## src/spcl_regs.svh

```systemverilog
// Opcodes, field positions, reset values and timing counts of the sector protection block
`ifndef SPCL_REGS_SVH
`define SPCL_REGS_SVH
`define SPCL_OP_RD_CFG     8'h2B
`define SPCL_OP_PG_CFG     8'h2F
`define SPCL_OP_RD_SEC     8'hFC
`define SPCL_OP_RD_SEC4    8'hE2
`define SPCL_OP_PG_SEC     8'hFD
`define SPCL_OP_PG_SEC4    8'hE3
`define SPCL_OP_ER_SEC     8'hE4
`define SPCL_OP_RD_PWD     8'hE7
`define SPCL_OP_PG_PWD     8'hE8
`define SPCL_OP_UNLOCK     8'hE9
`define SPCL_OP_RD_LOCK    8'hA7
`define SPCL_OP_CLR_LOCK   8'hA6
`define SPCL_OP_FREEZE     8'h91
`define SPCL_OP_CLR_ERR    8'h82
`define SPCL_OP_RD_STAT    8'h05
`define SPCL_MODE_NONE     2'h3
`define SPCL_MODE_PERSIST  2'h2
`define SPCL_MODE_PASSWORD 2'h1
`define SPCL_MODE_ILLEGAL  2'h0
`define SPCL_CFG_PLACE     15
`define SPCL_CFG_PWD       2
`define SPCL_CFG_PST       1
`define SPCL_STAT_WIP      0
`define SPCL_STAT_ERR      6
`define SPCL_PWD_RESET     64'hFFFFFFFFFFFFFFFF
`define SPCL_BYTE_ERASED   8'hFF
`define SPCL_BYTE_PROGRAM  8'h00
`define SPCL_BYTE_HIDDEN   8'hFF
`define SPCL_SECTORS       542
`define SPCL_BOT_OFS       10'h01E
`define SPCL_TOP_OFS       10'h1FE
`define SPCL_LEN_OP        4'h1
`define SPCL_LEN_CFG       4'h3
`define SPCL_LEN_PWD       4'h9
`define SPCL_ADDR3         4'h3
`define SPCL_ADDR4         4'h4
`define SPCL_LAST_BIT      3'h7
`define SPCL_SYNC_RESET    5'h01
`define SPCL_PROG_TIME_US  200
`define SPCL_CLK_MHZ       20
`define SPCL_PROG_CYCLES   (`SPCL_PROG_TIME_US * `SPCL_CLK_MHZ)
`endif

```

## src/spcl_pkg.sv

```systemverilog
// Types shared by the sector protection block
package spcl_pkg;
  typedef enum logic [2:0] {
    ST_IDLE  = 3'h1,
    ST_SHIFT = 3'h2,
    ST_SKIP  = 3'h4
  } spcl_state_t;
endpackage

```

## src/spcl_sector_protection.sv

```systemverilog
// Protection mode configuration, password, lock register and sector bits behind a serial port
//
// How it works
// Mode bits 11 means persistent mode by default
// 10 persistent, 01 password, permanently chosen
// Programming mode bits 00 aborts, sets error
// Reprogramming chosen mode bits aborts, sets error
// Config programming busy for page time, in-progress set
// Placement bit programmable later while freeze clear
// Parameter sectors top when 0, bottom when 1
// Placement bit one-time: 0 never returns to 1
// Password 64 bits, hidden once password mode
// Global lock 0 blocks sector bits; clear command
// Persistent mode: lock set at reset, sticky clear
// Password mode: lock clear at reset, unlock sets
// Freeze blocks placement bit changes
// Freeze clears only by power or hardware reset
// Sector byte 00h protected, FFh unprotected, erased default
// Decode sector read, program, erase opcodes
// Decode password read, program, unlock opcodes
// Decode lock read, lock clear, freeze opcodes
// Host programs password before selecting password mode
// Host fixes placement before first array program
// Host clears lock after sector bits configured
// Sector protected if persistent or volatile bit zero
// Unlock compares password, match sets global lock
// Error flag sticky until clear command or reset
// Password mismatch changes no protection state
`timescale 1ns/1ps
`include "spcl_regs.svh"

module spcl_sector_protection (
  input  wire logic        clk,
  input  wire logic        reset,
  input  wire logic        csN,
  input  wire logic        sck,
  input  wire logic        mosi,
  output logic             miso_r,
  input  wire logic        hwReset,
  input  wire logic        swReset,
  input  wire logic [24:0] queryAddr,
  input  wire logic        volatileSectorBit,
  output logic             sectorProtected_r,
  output logic             writeInProgress_r,
  output logic             programError_r,
  output logic             globalLockBit_r,
  output logic             freezeBit_r,
  output logic             parameterPlacementBit_r,
  output logic [1:0]       modeLock_r
);

  ////////////////////////////////////////////////////////////////////////////
  // Pin synchronisers: {swReset, hwReset, mosi, sck, csN}
  logic [4:0] meta_r;
  logic [4:0] sync_r;
  logic       sckD_r, csD_r;
  always_ff @(posedge clk) begin
    if (reset) begin
      meta_r <= `SPCL_SYNC_RESET;
      sync_r <= `SPCL_SYNC_RESET;
      sckD_r <= 1'b0;
      csD_r  <= 1'b1;
    end else begin
      meta_r <= {swReset, hwReset, mosi, sck, csN};
      sync_r <= meta_r;
      sckD_r <= sync_r[1];
      csD_r  <= sync_r[0];
    end
  end

  logic csLow, sckRise, sckFall, csRise, hwPulse, swPulse;
  assign csLow   = ~sync_r[0];
  assign sckRise = sync_r[1] & ~sckD_r;
  assign sckFall = ~sync_r[1] & sckD_r;
  assign csRise  = sync_r[0] & ~csD_r;
  assign hwPulse = sync_r[3];
  assign swPulse = sync_r[4];

  ////////////////////////////////////////////////////////////////////////////
  // Address to sector index; two big blocks give way to 32 small sectors
  function automatic logic [9:0] secIdx(input logic [24:0] a, input logic place);
    logic [9:0] blk;
    blk = {1'b0, a[24:16]};
    if (place) begin
      secIdx = (a[24:17] == 8'h00) ? {5'h00, a[16:12]} : blk + `SPCL_BOT_OFS;
    end else begin
      secIdx = (a[24:17] == 8'hFF) ? `SPCL_TOP_OFS + {5'h00, a[16:12]} : blk;
    end
  endfunction

  ////////////////////////////////////////////////////////////////////////////
  // Command engine and protection state
  spcl_pkg::spcl_state_t state_r, state_nxt;
  logic [2:0]   bitCnt_r, bitCnt_nxt;
  logic [3:0]   byteCnt_r, byteCnt_nxt;
  logic [7:0]   rx_r, rx_nxt, tx_r, tx_nxt, opcode_r, opcode_nxt;
  logic [31:0]  addr_r, addr_nxt;
  logic [63:0]  data_r, data_nxt, pwd_r, pwd_nxt;
  logic [`SPCL_SECTORS-1:0] sectorBits_r, sectorBits_nxt;
  logic [11:0]  busyCnt_r, busyCnt_nxt;
  logic [1:0]   modeLock_nxt;
  logic         place_nxt, global_nxt, freeze_nxt, err_nxt, miso_nxt;
  logic         passwordMode, frameEnd, cfgBad, cfgCmd, unlockCmd, unlockHit, busyStart;
  logic [3:0]   addrLen, k;
  logic [15:0]  cfgData, cfgWord;
  logic [7:0]   rxNow, lockByte, statByte;
  logic [2:0]   pwdByte;

  assign passwordMode = (modeLock_r == `SPCL_MODE_PASSWORD);
  assign frameEnd  = csRise && (state_r == spcl_pkg::ST_SHIFT) && (bitCnt_r == 3'h0);
  assign cfgData   = data_r[63:48];
  assign cfgCmd    = frameEnd && (opcode_r == `SPCL_OP_PG_CFG) && (byteCnt_r == `SPCL_LEN_CFG);
  // Illegal pair, or any change once a mode is fixed, aborts the whole write
  assign cfgBad    = (cfgData[2:1] == `SPCL_MODE_ILLEGAL) ||
                     ((modeLock_r != `SPCL_MODE_NONE) && (cfgData[2:1] != modeLock_r));
  assign unlockCmd = frameEnd && (opcode_r == `SPCL_OP_UNLOCK) && (byteCnt_r == `SPCL_LEN_PWD);
  assign unlockHit = unlockCmd && passwordMode && (data_r == pwd_r);
  assign lockByte  = {freezeBit_r, 6'h00, globalLockBit_r};
  assign statByte  = {1'b0, programError_r, 5'h00, writeInProgress_r};
  // Reserved config bits read as ones
  assign cfgWord   = {parameterPlacementBit_r, 12'hFFF, modeLock_r, 1'b1};

  always_comb begin
    state_nxt    = state_r;
    bitCnt_nxt   = bitCnt_r;
    byteCnt_nxt  = byteCnt_r;
    rx_nxt       = rx_r;
    tx_nxt       = tx_r;
    opcode_nxt   = opcode_r;
    addr_nxt     = addr_r;
    data_nxt     = data_r;
    pwd_nxt      = pwd_r;
    sectorBits_nxt = sectorBits_r;
    busyCnt_nxt  = (busyCnt_r != 12'h000) ? busyCnt_r - 12'h001 : busyCnt_r;
    modeLock_nxt = modeLock_r;
    place_nxt    = parameterPlacementBit_r;
    global_nxt   = globalLockBit_r;
    freeze_nxt   = freezeBit_r;
    err_nxt      = programError_r;
    miso_nxt     = miso_r;
    busyStart    = 1'b0;
    rxNow        = {rx_r[6:0], sync_r[2]};
    k            = 4'h0;
    pwdByte      = 3'h0;
    addrLen      = 4'h0;
    case (opcode_r)
      `SPCL_OP_RD_SEC, `SPCL_OP_PG_SEC:   addrLen = `SPCL_ADDR3;
      `SPCL_OP_RD_SEC4, `SPCL_OP_PG_SEC4: addrLen = `SPCL_ADDR4;
      default:                            addrLen = 4'h0;
    endcase
    // Clears first, so an error raised in the same cycle still wins
    if (swPulse || hwPulse) begin
      err_nxt = 1'b0;
    end
    if (hwPulse) begin
      freeze_nxt = 1'b0;
      global_nxt = ~passwordMode;
    end
    if (!csLow) begin
      state_nxt   = spcl_pkg::ST_IDLE;
      bitCnt_nxt  = 3'h0;
      byteCnt_nxt = 4'h0;
    end else if (state_r == spcl_pkg::ST_IDLE) begin
      state_nxt = spcl_pkg::ST_SHIFT;
    end
    if (csLow && sckFall) begin
      miso_nxt = tx_r[7];
      tx_nxt   = {tx_r[6:0], 1'b0};
    end
    if (csLow && sckRise && (state_r != spcl_pkg::ST_IDLE)) begin
      rx_nxt     = rxNow;
      bitCnt_nxt = bitCnt_r + 3'h1;
      if (bitCnt_r == `SPCL_LAST_BIT && state_r == spcl_pkg::ST_SHIFT) begin
        if (byteCnt_r == 4'h0) begin
          opcode_nxt = rxNow;
          // Fresh address per frame, so a 3-byte address never inherits a bank bit
          addr_nxt   = 32'h00000000;
          // While busy every opcode but the status read ignores the bytes that follow it
          if (busyCnt_r != 12'h000 && rxNow != `SPCL_OP_RD_STAT) begin
            state_nxt = spcl_pkg::ST_SKIP;
          end
        end else if (byteCnt_r <= addrLen) begin
          addr_nxt = {addr_r[23:0], rxNow};
        end else begin
          data_nxt = {rxNow, data_r[63:8]};
        end
        if (byteCnt_r != 4'hF) begin
          byteCnt_nxt = byteCnt_r + 4'h1;
        end
        k       = byteCnt_nxt;
        pwdByte = 3'(k - 4'h1);
        case (opcode_nxt)
          `SPCL_OP_RD_STAT: tx_nxt = statByte;
          `SPCL_OP_RD_CFG:  tx_nxt = (k == 4'h1) ? cfgWord[7:0] : cfgWord[15:8];
          `SPCL_OP_RD_LOCK: tx_nxt = lockByte;
          `SPCL_OP_RD_PWD:  tx_nxt = passwordMode ? `SPCL_BYTE_HIDDEN : pwd_r[8*pwdByte +: 8];
          `SPCL_OP_RD_SEC, `SPCL_OP_RD_SEC4: begin
            tx_nxt = sectorBits_r[secIdx(addr_nxt[24:0], parameterPlacementBit_r)] ?
                     `SPCL_BYTE_ERASED : `SPCL_BYTE_PROGRAM;
          end
          default:          tx_nxt = 8'h00;
        endcase
      end
    end
    if (frameEnd) begin
      case (opcode_r)
        `SPCL_OP_CLR_LOCK: if (byteCnt_r == `SPCL_LEN_OP) global_nxt = 1'b0;
        `SPCL_OP_FREEZE:   if (byteCnt_r == `SPCL_LEN_OP) freeze_nxt = 1'b1;
        `SPCL_OP_CLR_ERR: begin
          if (byteCnt_r == `SPCL_LEN_OP && !swPulse && !hwPulse) err_nxt = 1'b0;
        end
        `SPCL_OP_ER_SEC: begin
          if (byteCnt_r == `SPCL_LEN_OP && globalLockBit_r) begin
            sectorBits_nxt = {`SPCL_SECTORS{1'b1}};
            busyStart      = 1'b1;
          end
        end
        `SPCL_OP_PG_SEC, `SPCL_OP_PG_SEC4: begin
          if (byteCnt_r == addrLen + 4'h1 && globalLockBit_r) begin
            sectorBits_nxt[secIdx(addr_r[24:0], parameterPlacementBit_r)] = 1'b0;
            busyStart = 1'b1;
          end
        end
        `SPCL_OP_PG_PWD: begin
          if (byteCnt_r == `SPCL_LEN_PWD && !passwordMode) begin
            pwd_nxt   = pwd_r & data_r;
            busyStart = 1'b1;
          end
        end
        `SPCL_OP_UNLOCK: if (unlockHit) global_nxt = 1'b1;
        `SPCL_OP_PG_CFG: begin
          if (cfgCmd && cfgBad) begin
            err_nxt = 1'b1;
          end else if (cfgCmd) begin
            modeLock_nxt = modeLock_r & cfgData[2:1];
            // A one in the placement field never undoes a programmed zero
            if (!freezeBit_r && !cfgData[`SPCL_CFG_PLACE]) place_nxt = 1'b0;
            busyStart = 1'b1;
          end
        end
        default: ;
      endcase
    end
    if (busyStart) begin
      busyCnt_nxt = 12'(`SPCL_PROG_CYCLES);
    end
  end

  always_ff @(posedge clk) begin
    if (reset) begin
      state_r        <= spcl_pkg::ST_IDLE;
      bitCnt_r       <= 3'h0;
      byteCnt_r      <= 4'h0;
      rx_r           <= 8'h00;
      tx_r           <= 8'h00;
      opcode_r       <= 8'h00;
      addr_r         <= 32'h00000000;
      data_r         <= 64'h0000000000000000;
      pwd_r          <= `SPCL_PWD_RESET;
      sectorBits_r   <= {`SPCL_SECTORS{1'b1}};
      busyCnt_r      <= 12'h000;
      modeLock_r     <= `SPCL_MODE_NONE;
      parameterPlacementBit_r <= 1'b1;
      globalLockBit_r <= 1'b1;
      freezeBit_r    <= 1'b0;
      programError_r <= 1'b0;
      miso_r         <= 1'b0;
      writeInProgress_r <= 1'b0;
      sectorProtected_r <= 1'b0;
    end else begin
      state_r        <= state_nxt;
      bitCnt_r       <= bitCnt_nxt;
      byteCnt_r      <= byteCnt_nxt;
      rx_r           <= rx_nxt;
      tx_r           <= tx_nxt;
      opcode_r       <= opcode_nxt;
      addr_r         <= addr_nxt;
      data_r         <= data_nxt;
      pwd_r          <= pwd_nxt;
      sectorBits_r   <= sectorBits_nxt;
      busyCnt_r      <= busyCnt_nxt;
      modeLock_r     <= modeLock_nxt;
      parameterPlacementBit_r <= place_nxt;
      globalLockBit_r <= global_nxt;
      freezeBit_r    <= freeze_nxt;
      programError_r <= err_nxt;
      miso_r         <= miso_nxt;
      writeInProgress_r <= (busyCnt_nxt != 12'h000);
      sectorProtected_r <= ~(sectorBits_r[secIdx(queryAddr, parameterPlacementBit_r)] &
                             volatileSectorBit);
    end
  end
endmodule

```

## config.mk

```make
export PLATFORM = sky130hd
export DESIGN_NAME = spcl_sector_protection
export DESIGN_NICKNAME = d
export VERILOG_FILES = /design/src/spcl_pkg.sv /design/src/spcl_sector_protection.sv
export VERILOG_INCLUDE_DIRS = /design/src
export SDC_FILE = /design/constraint.sdc
export NUM_CORES = 2
export LEC_CHECK = 0
export BUFFER_PORTS_ARGS = -buffer_cell sky130_fd_sc_hd__clkbuf_2
export CAP_MARGIN = 20
export CORE_MARGIN = 10
export CORE_UTILIZATION = 40
export CTS_BUF_LIST = sky130_fd_sc_hd__clkbuf_8
export CTS_CLUSTER_DIAMETER = 40
export DETAILED_ROUTE_END_ITERATION = 8
export HOLD_SLACK_MARGIN = 0.08
export PLACE_DENSITY = 0.63
export SLEW_MARGIN = 20
export SYNTH_ARGS = -nofsm -noshare
export SYNTH_HDL_FRONTEND = slang
export SYNTH_SLANG_ARGS = --single-unit
```

## constraint.sdc

```tcl
create_clock -name clk -period 7.7 [get_ports clk]
set_input_delay 1.54 -clock clk [delete_from_list [all_inputs] [get_ports clk]]
set_output_delay 1.54 -clock clk [all_outputs]
set_load 0.1 [all_outputs]
```

==> results.toml <==
[status]
status = "finished, final reports clean"

[worst_setup_path]
worstPathMaxFanout = 25
crit_top_cell = "nand3_1"
cp_slowest_cell = "or4_1"
critPathRequiredTime_ns = 8.36
crit_arrival_ns = 7.98
crit_buf_inv = 2
cp_slowest_stage_delay_ns = 0.73
worstSetupStartpointType = "register"
cp-startpoint = "opcode_r[7]"
path_class = "register to register"
crit_path_end_kind = "register"
r2r_start = "opcode_r[7]"
critPathTopFamily = "simple AND/OR/NAND/NOR gates"
cp_cell_sequence = "nand3_1 > nor2_1 > nand3_1 > ha_1 > or2_2 > ha_1 > or4_1 > nand3_1 > a21o_1 > inv_1 > ha_1 > nand3_1 > nor3_1 > a41oi_2 > o21ai_2 > a211o_4 > buf_4 > a211oi_1 > a311oi_1 > nor4_1 > o22ai_1 > nand4b_1 > a32oi_4 > a221oi_1"

[final_layout]
final_common_cell = "nand2_1"
drive_gt1_share_pct = 13.6
syn_to_final_growth_pct = 11.3
fin_util_pct = 45.0
fillerInstances = 9338
final_cell_mix = "nand2_1, dfxtp_1, o21ai_0"
final_nets = 4568

[grt]
grt_first_pass_wirelength_mm = 208
grt_antenna_before_repair = 7
grt_max_degree = 237
track_usage_pct = 24.4
grt_remaining_overflow = 0
grt_pass1_vias = 34100

[clock_network]
cts_buffer_depth = 3
cts.root.buffer_cell = "clkbuf_8"
cts-htree-levels = 4
hold_buffers = 0
clock_sinks = 761
clkTransAtPathRegs_ns = 0.06
postCtsSetupBuffers = 0
insertion_delay_ns = 0.82
tritoncts = "yes"
cts_inserted_buffers = 138

[floorplanning]
die_w_microns = 331
dieArea_sq_mm = 0.109
pin_count = 42
die_y_microns = 331
coreArea_sq_mm = 0.0954
rows = 113
start_util_pct = 40.5

[yosys]
synth_cells = 4533
synth_edf_count = 0
synth_fp_nets = 4658
synthFlopType = "dfxtp_1"
avgSynthCellArea_sq_um = 8.52
ys_seq_area_share_pct = 39.4
ys.warnings.count = 0
synth_top_cell_by_area = "dfxtp_1"
async_flop_share_pct = 0
syn-cell-area_sq_mm = 0.0386
yosysUniqueCellTypes = 99
yosysTopAreaCellShare_pct = 39.4
synth-seq-cells = 761
synth_area_leaders = "dfxtp_1, nand2_1, mux4_2, o21ai_0, mux2i_1"

[timing]
hold_viol_final = 0
rsz0062_at_grt = "false"
period_share_pct = 95.1
setup_tns_ns = 0
slew_headroom_pct = 13.5
slew_viol_final = 0
period_needed_ns = 7.32
clock_skew_ns = 0.0483
setup_viol = 0
finalWorstSetupSlack_ns = 0.377
max_freq_mhz = 137
worstMarginPinSlew_ns = 1.30

[placed_design]
dpl_worst_slack_ns = 0.334
place.gp.congestion = 0.922
place_hpwl_mm = 83.0
port_buffers = 29

[detailed_routing]
num_vias = 36100
wire_per_inst_microns = 23.6
drt_wl_total_mm = 137
drtAntennaViolNets = 0
vias_per_cell = 6.21
drc_errors = 0
dr.pass1.iters = 8
drt_iter0_markers = 4466

[min_path]
min_path_type = "register to register"
hold_path.startpoint = "meta_r[0]"

[run]
drv_cap = 0

[power]
powerDensity_mw_per_mm2 = 197
ir_drop_v = 0.000217
total_power_uw = 8470
p_leak_uw = 0.0153
## state kept, by name (all words and copies together), names as in the netlist, 2 cells and up
signal,count
sync_r,5
bitCnt_r,3
rx_r,7
state_r,3
meta_r,5
pwd_r,64
modeLock_r,2
sectorBits_r,542
opcode_r,8
tx_r,8
addr_r,25
data_r,64
busyCnt_r,12
byteCnt_r,4
## what timing repair did
| action | in CTS | in global routing |
|---|---|---|
| resized for setup | 0 | 2 |
| endpoints found under the setup margin | 0 | 8 |
| endpoints found under the hold margin | 0 | 0 |
## worst register-to-register path: stages, from the launching register on
cell	delay, ns
dfxtp_1	0.46
nand3_1	0.14
nor2_1	0.26
nand3_1	0.20
ha_1	0.25
or2_2	0.29
ha_1	0.21
or4_1	0.73
nand3_1	0.21
a21o_1	0.24
inv_1	0.13
ha_1	0.26
nand3_1	0.08
nor3_1	0.07
a41oi_2	0.38
o21ai_2	0.15
a211o_4	0.53
buf_4	0.34
a211oi_1	0.25
a311oi_1	0.08
nor4_1	0.71
o22ai_1	0.20
nand4b_1	0.31
a32oi_4	0.50
a221oi_1	0.19
## report_power, final
part / internal [uW] / switching (uW) / total [uW]
combinational: 179 / 332 / 512
sequential: 3970 / 31.8 / 4000
clock: 2090 / 1870 / 3960
## layer usage
layer / up-vias / wire length, microns / global-route usage (%)
met5: - / 13 / 0
met4: 2 / 7530 / 13.5
met3: 471 / 13700 / 5.70
met2: 1959 / 60700 / 37.6
met1: 17500 / 55200 / 31.2
li1: 16200 / - / -
## final cells by class
cell class / count / area, sq um / share of cell area [%]
Timing Repair Buffer: 160 / 1330 / 3.09
Inverter: 42 / 158 / 0.367
Multi-Input combinational cell: 3340 / 21800 / 50.8
Sequential cell: 761 / 15200 / 35.5
Antenna cell: 4 / 10.0 / 0.0233
Tap cell: 1265 / 1580 / 3.68
Clock buffer: 161 / 2220 / 5.16
Clock inverter: 85 / 628 / 1.46
## final timing paths
kind                                  end  slack, ns  cells past startpoint
worst max-delay path              tx_r[5]       0.38                     24
worst min-delay path            sync_r[0]       0.42                      1
worst max register to register    tx_r[5]       0.38                     24
worst min register to register  sync_r[0]       0.42                      1
## cell families after synthesis
| group | after synthesis | synth area share, % |
|---|---|---|
| AOI/OAI and AO/OA | 1192 | 18.9 |
| buffers and inverters | 432 | 4.64 |
| muxes | 341 | 14.3 |
| and+or+nand+nor | 1692 | 19.2 |
| xor gates and xnor gates | 23 | 0.522 |
| DFF | 761 | 39.4 |
| adders and majority gates | 92 | 2.98 |
## metrics by stage
| step | cell area (sq um) | cells | hold slack (ns) |
|---|---|---|---|
| floorplan | 38600 | 4533 | 0.389 |
| global placement | 40100 | 5567 | 0.394 |
| detailed placement | 40100 | 5568 | 0.397 |
| CTS | 42900 | 5814 | 0.439 |
| global route | 43000 | 5816 | 0.436 |
| finish | 43000 | 5818 | 0.418 |
## synth_stat cells, drive strengths merged (12+ instances only)
cell	count
nand3	154
mux2i	156
a311o	13
a211o	12
nor3	35
and3	64
a32oi	15
a21oi	161
nand4	29
a2111oi	19
nor2	114
mux4	167
xnor2	16
a211oi	120
mux2	18
clkbuf	289
dfxtp	761
a221oi	17
nand2	1124
ha	92
nor2b	50
a311oi	36
nor4	46
a22oi	36
and2	12
buf	101
o21ai	619
inv	41
o211ai	14
a31oi	39
Power figures use the tool's default switching activity.
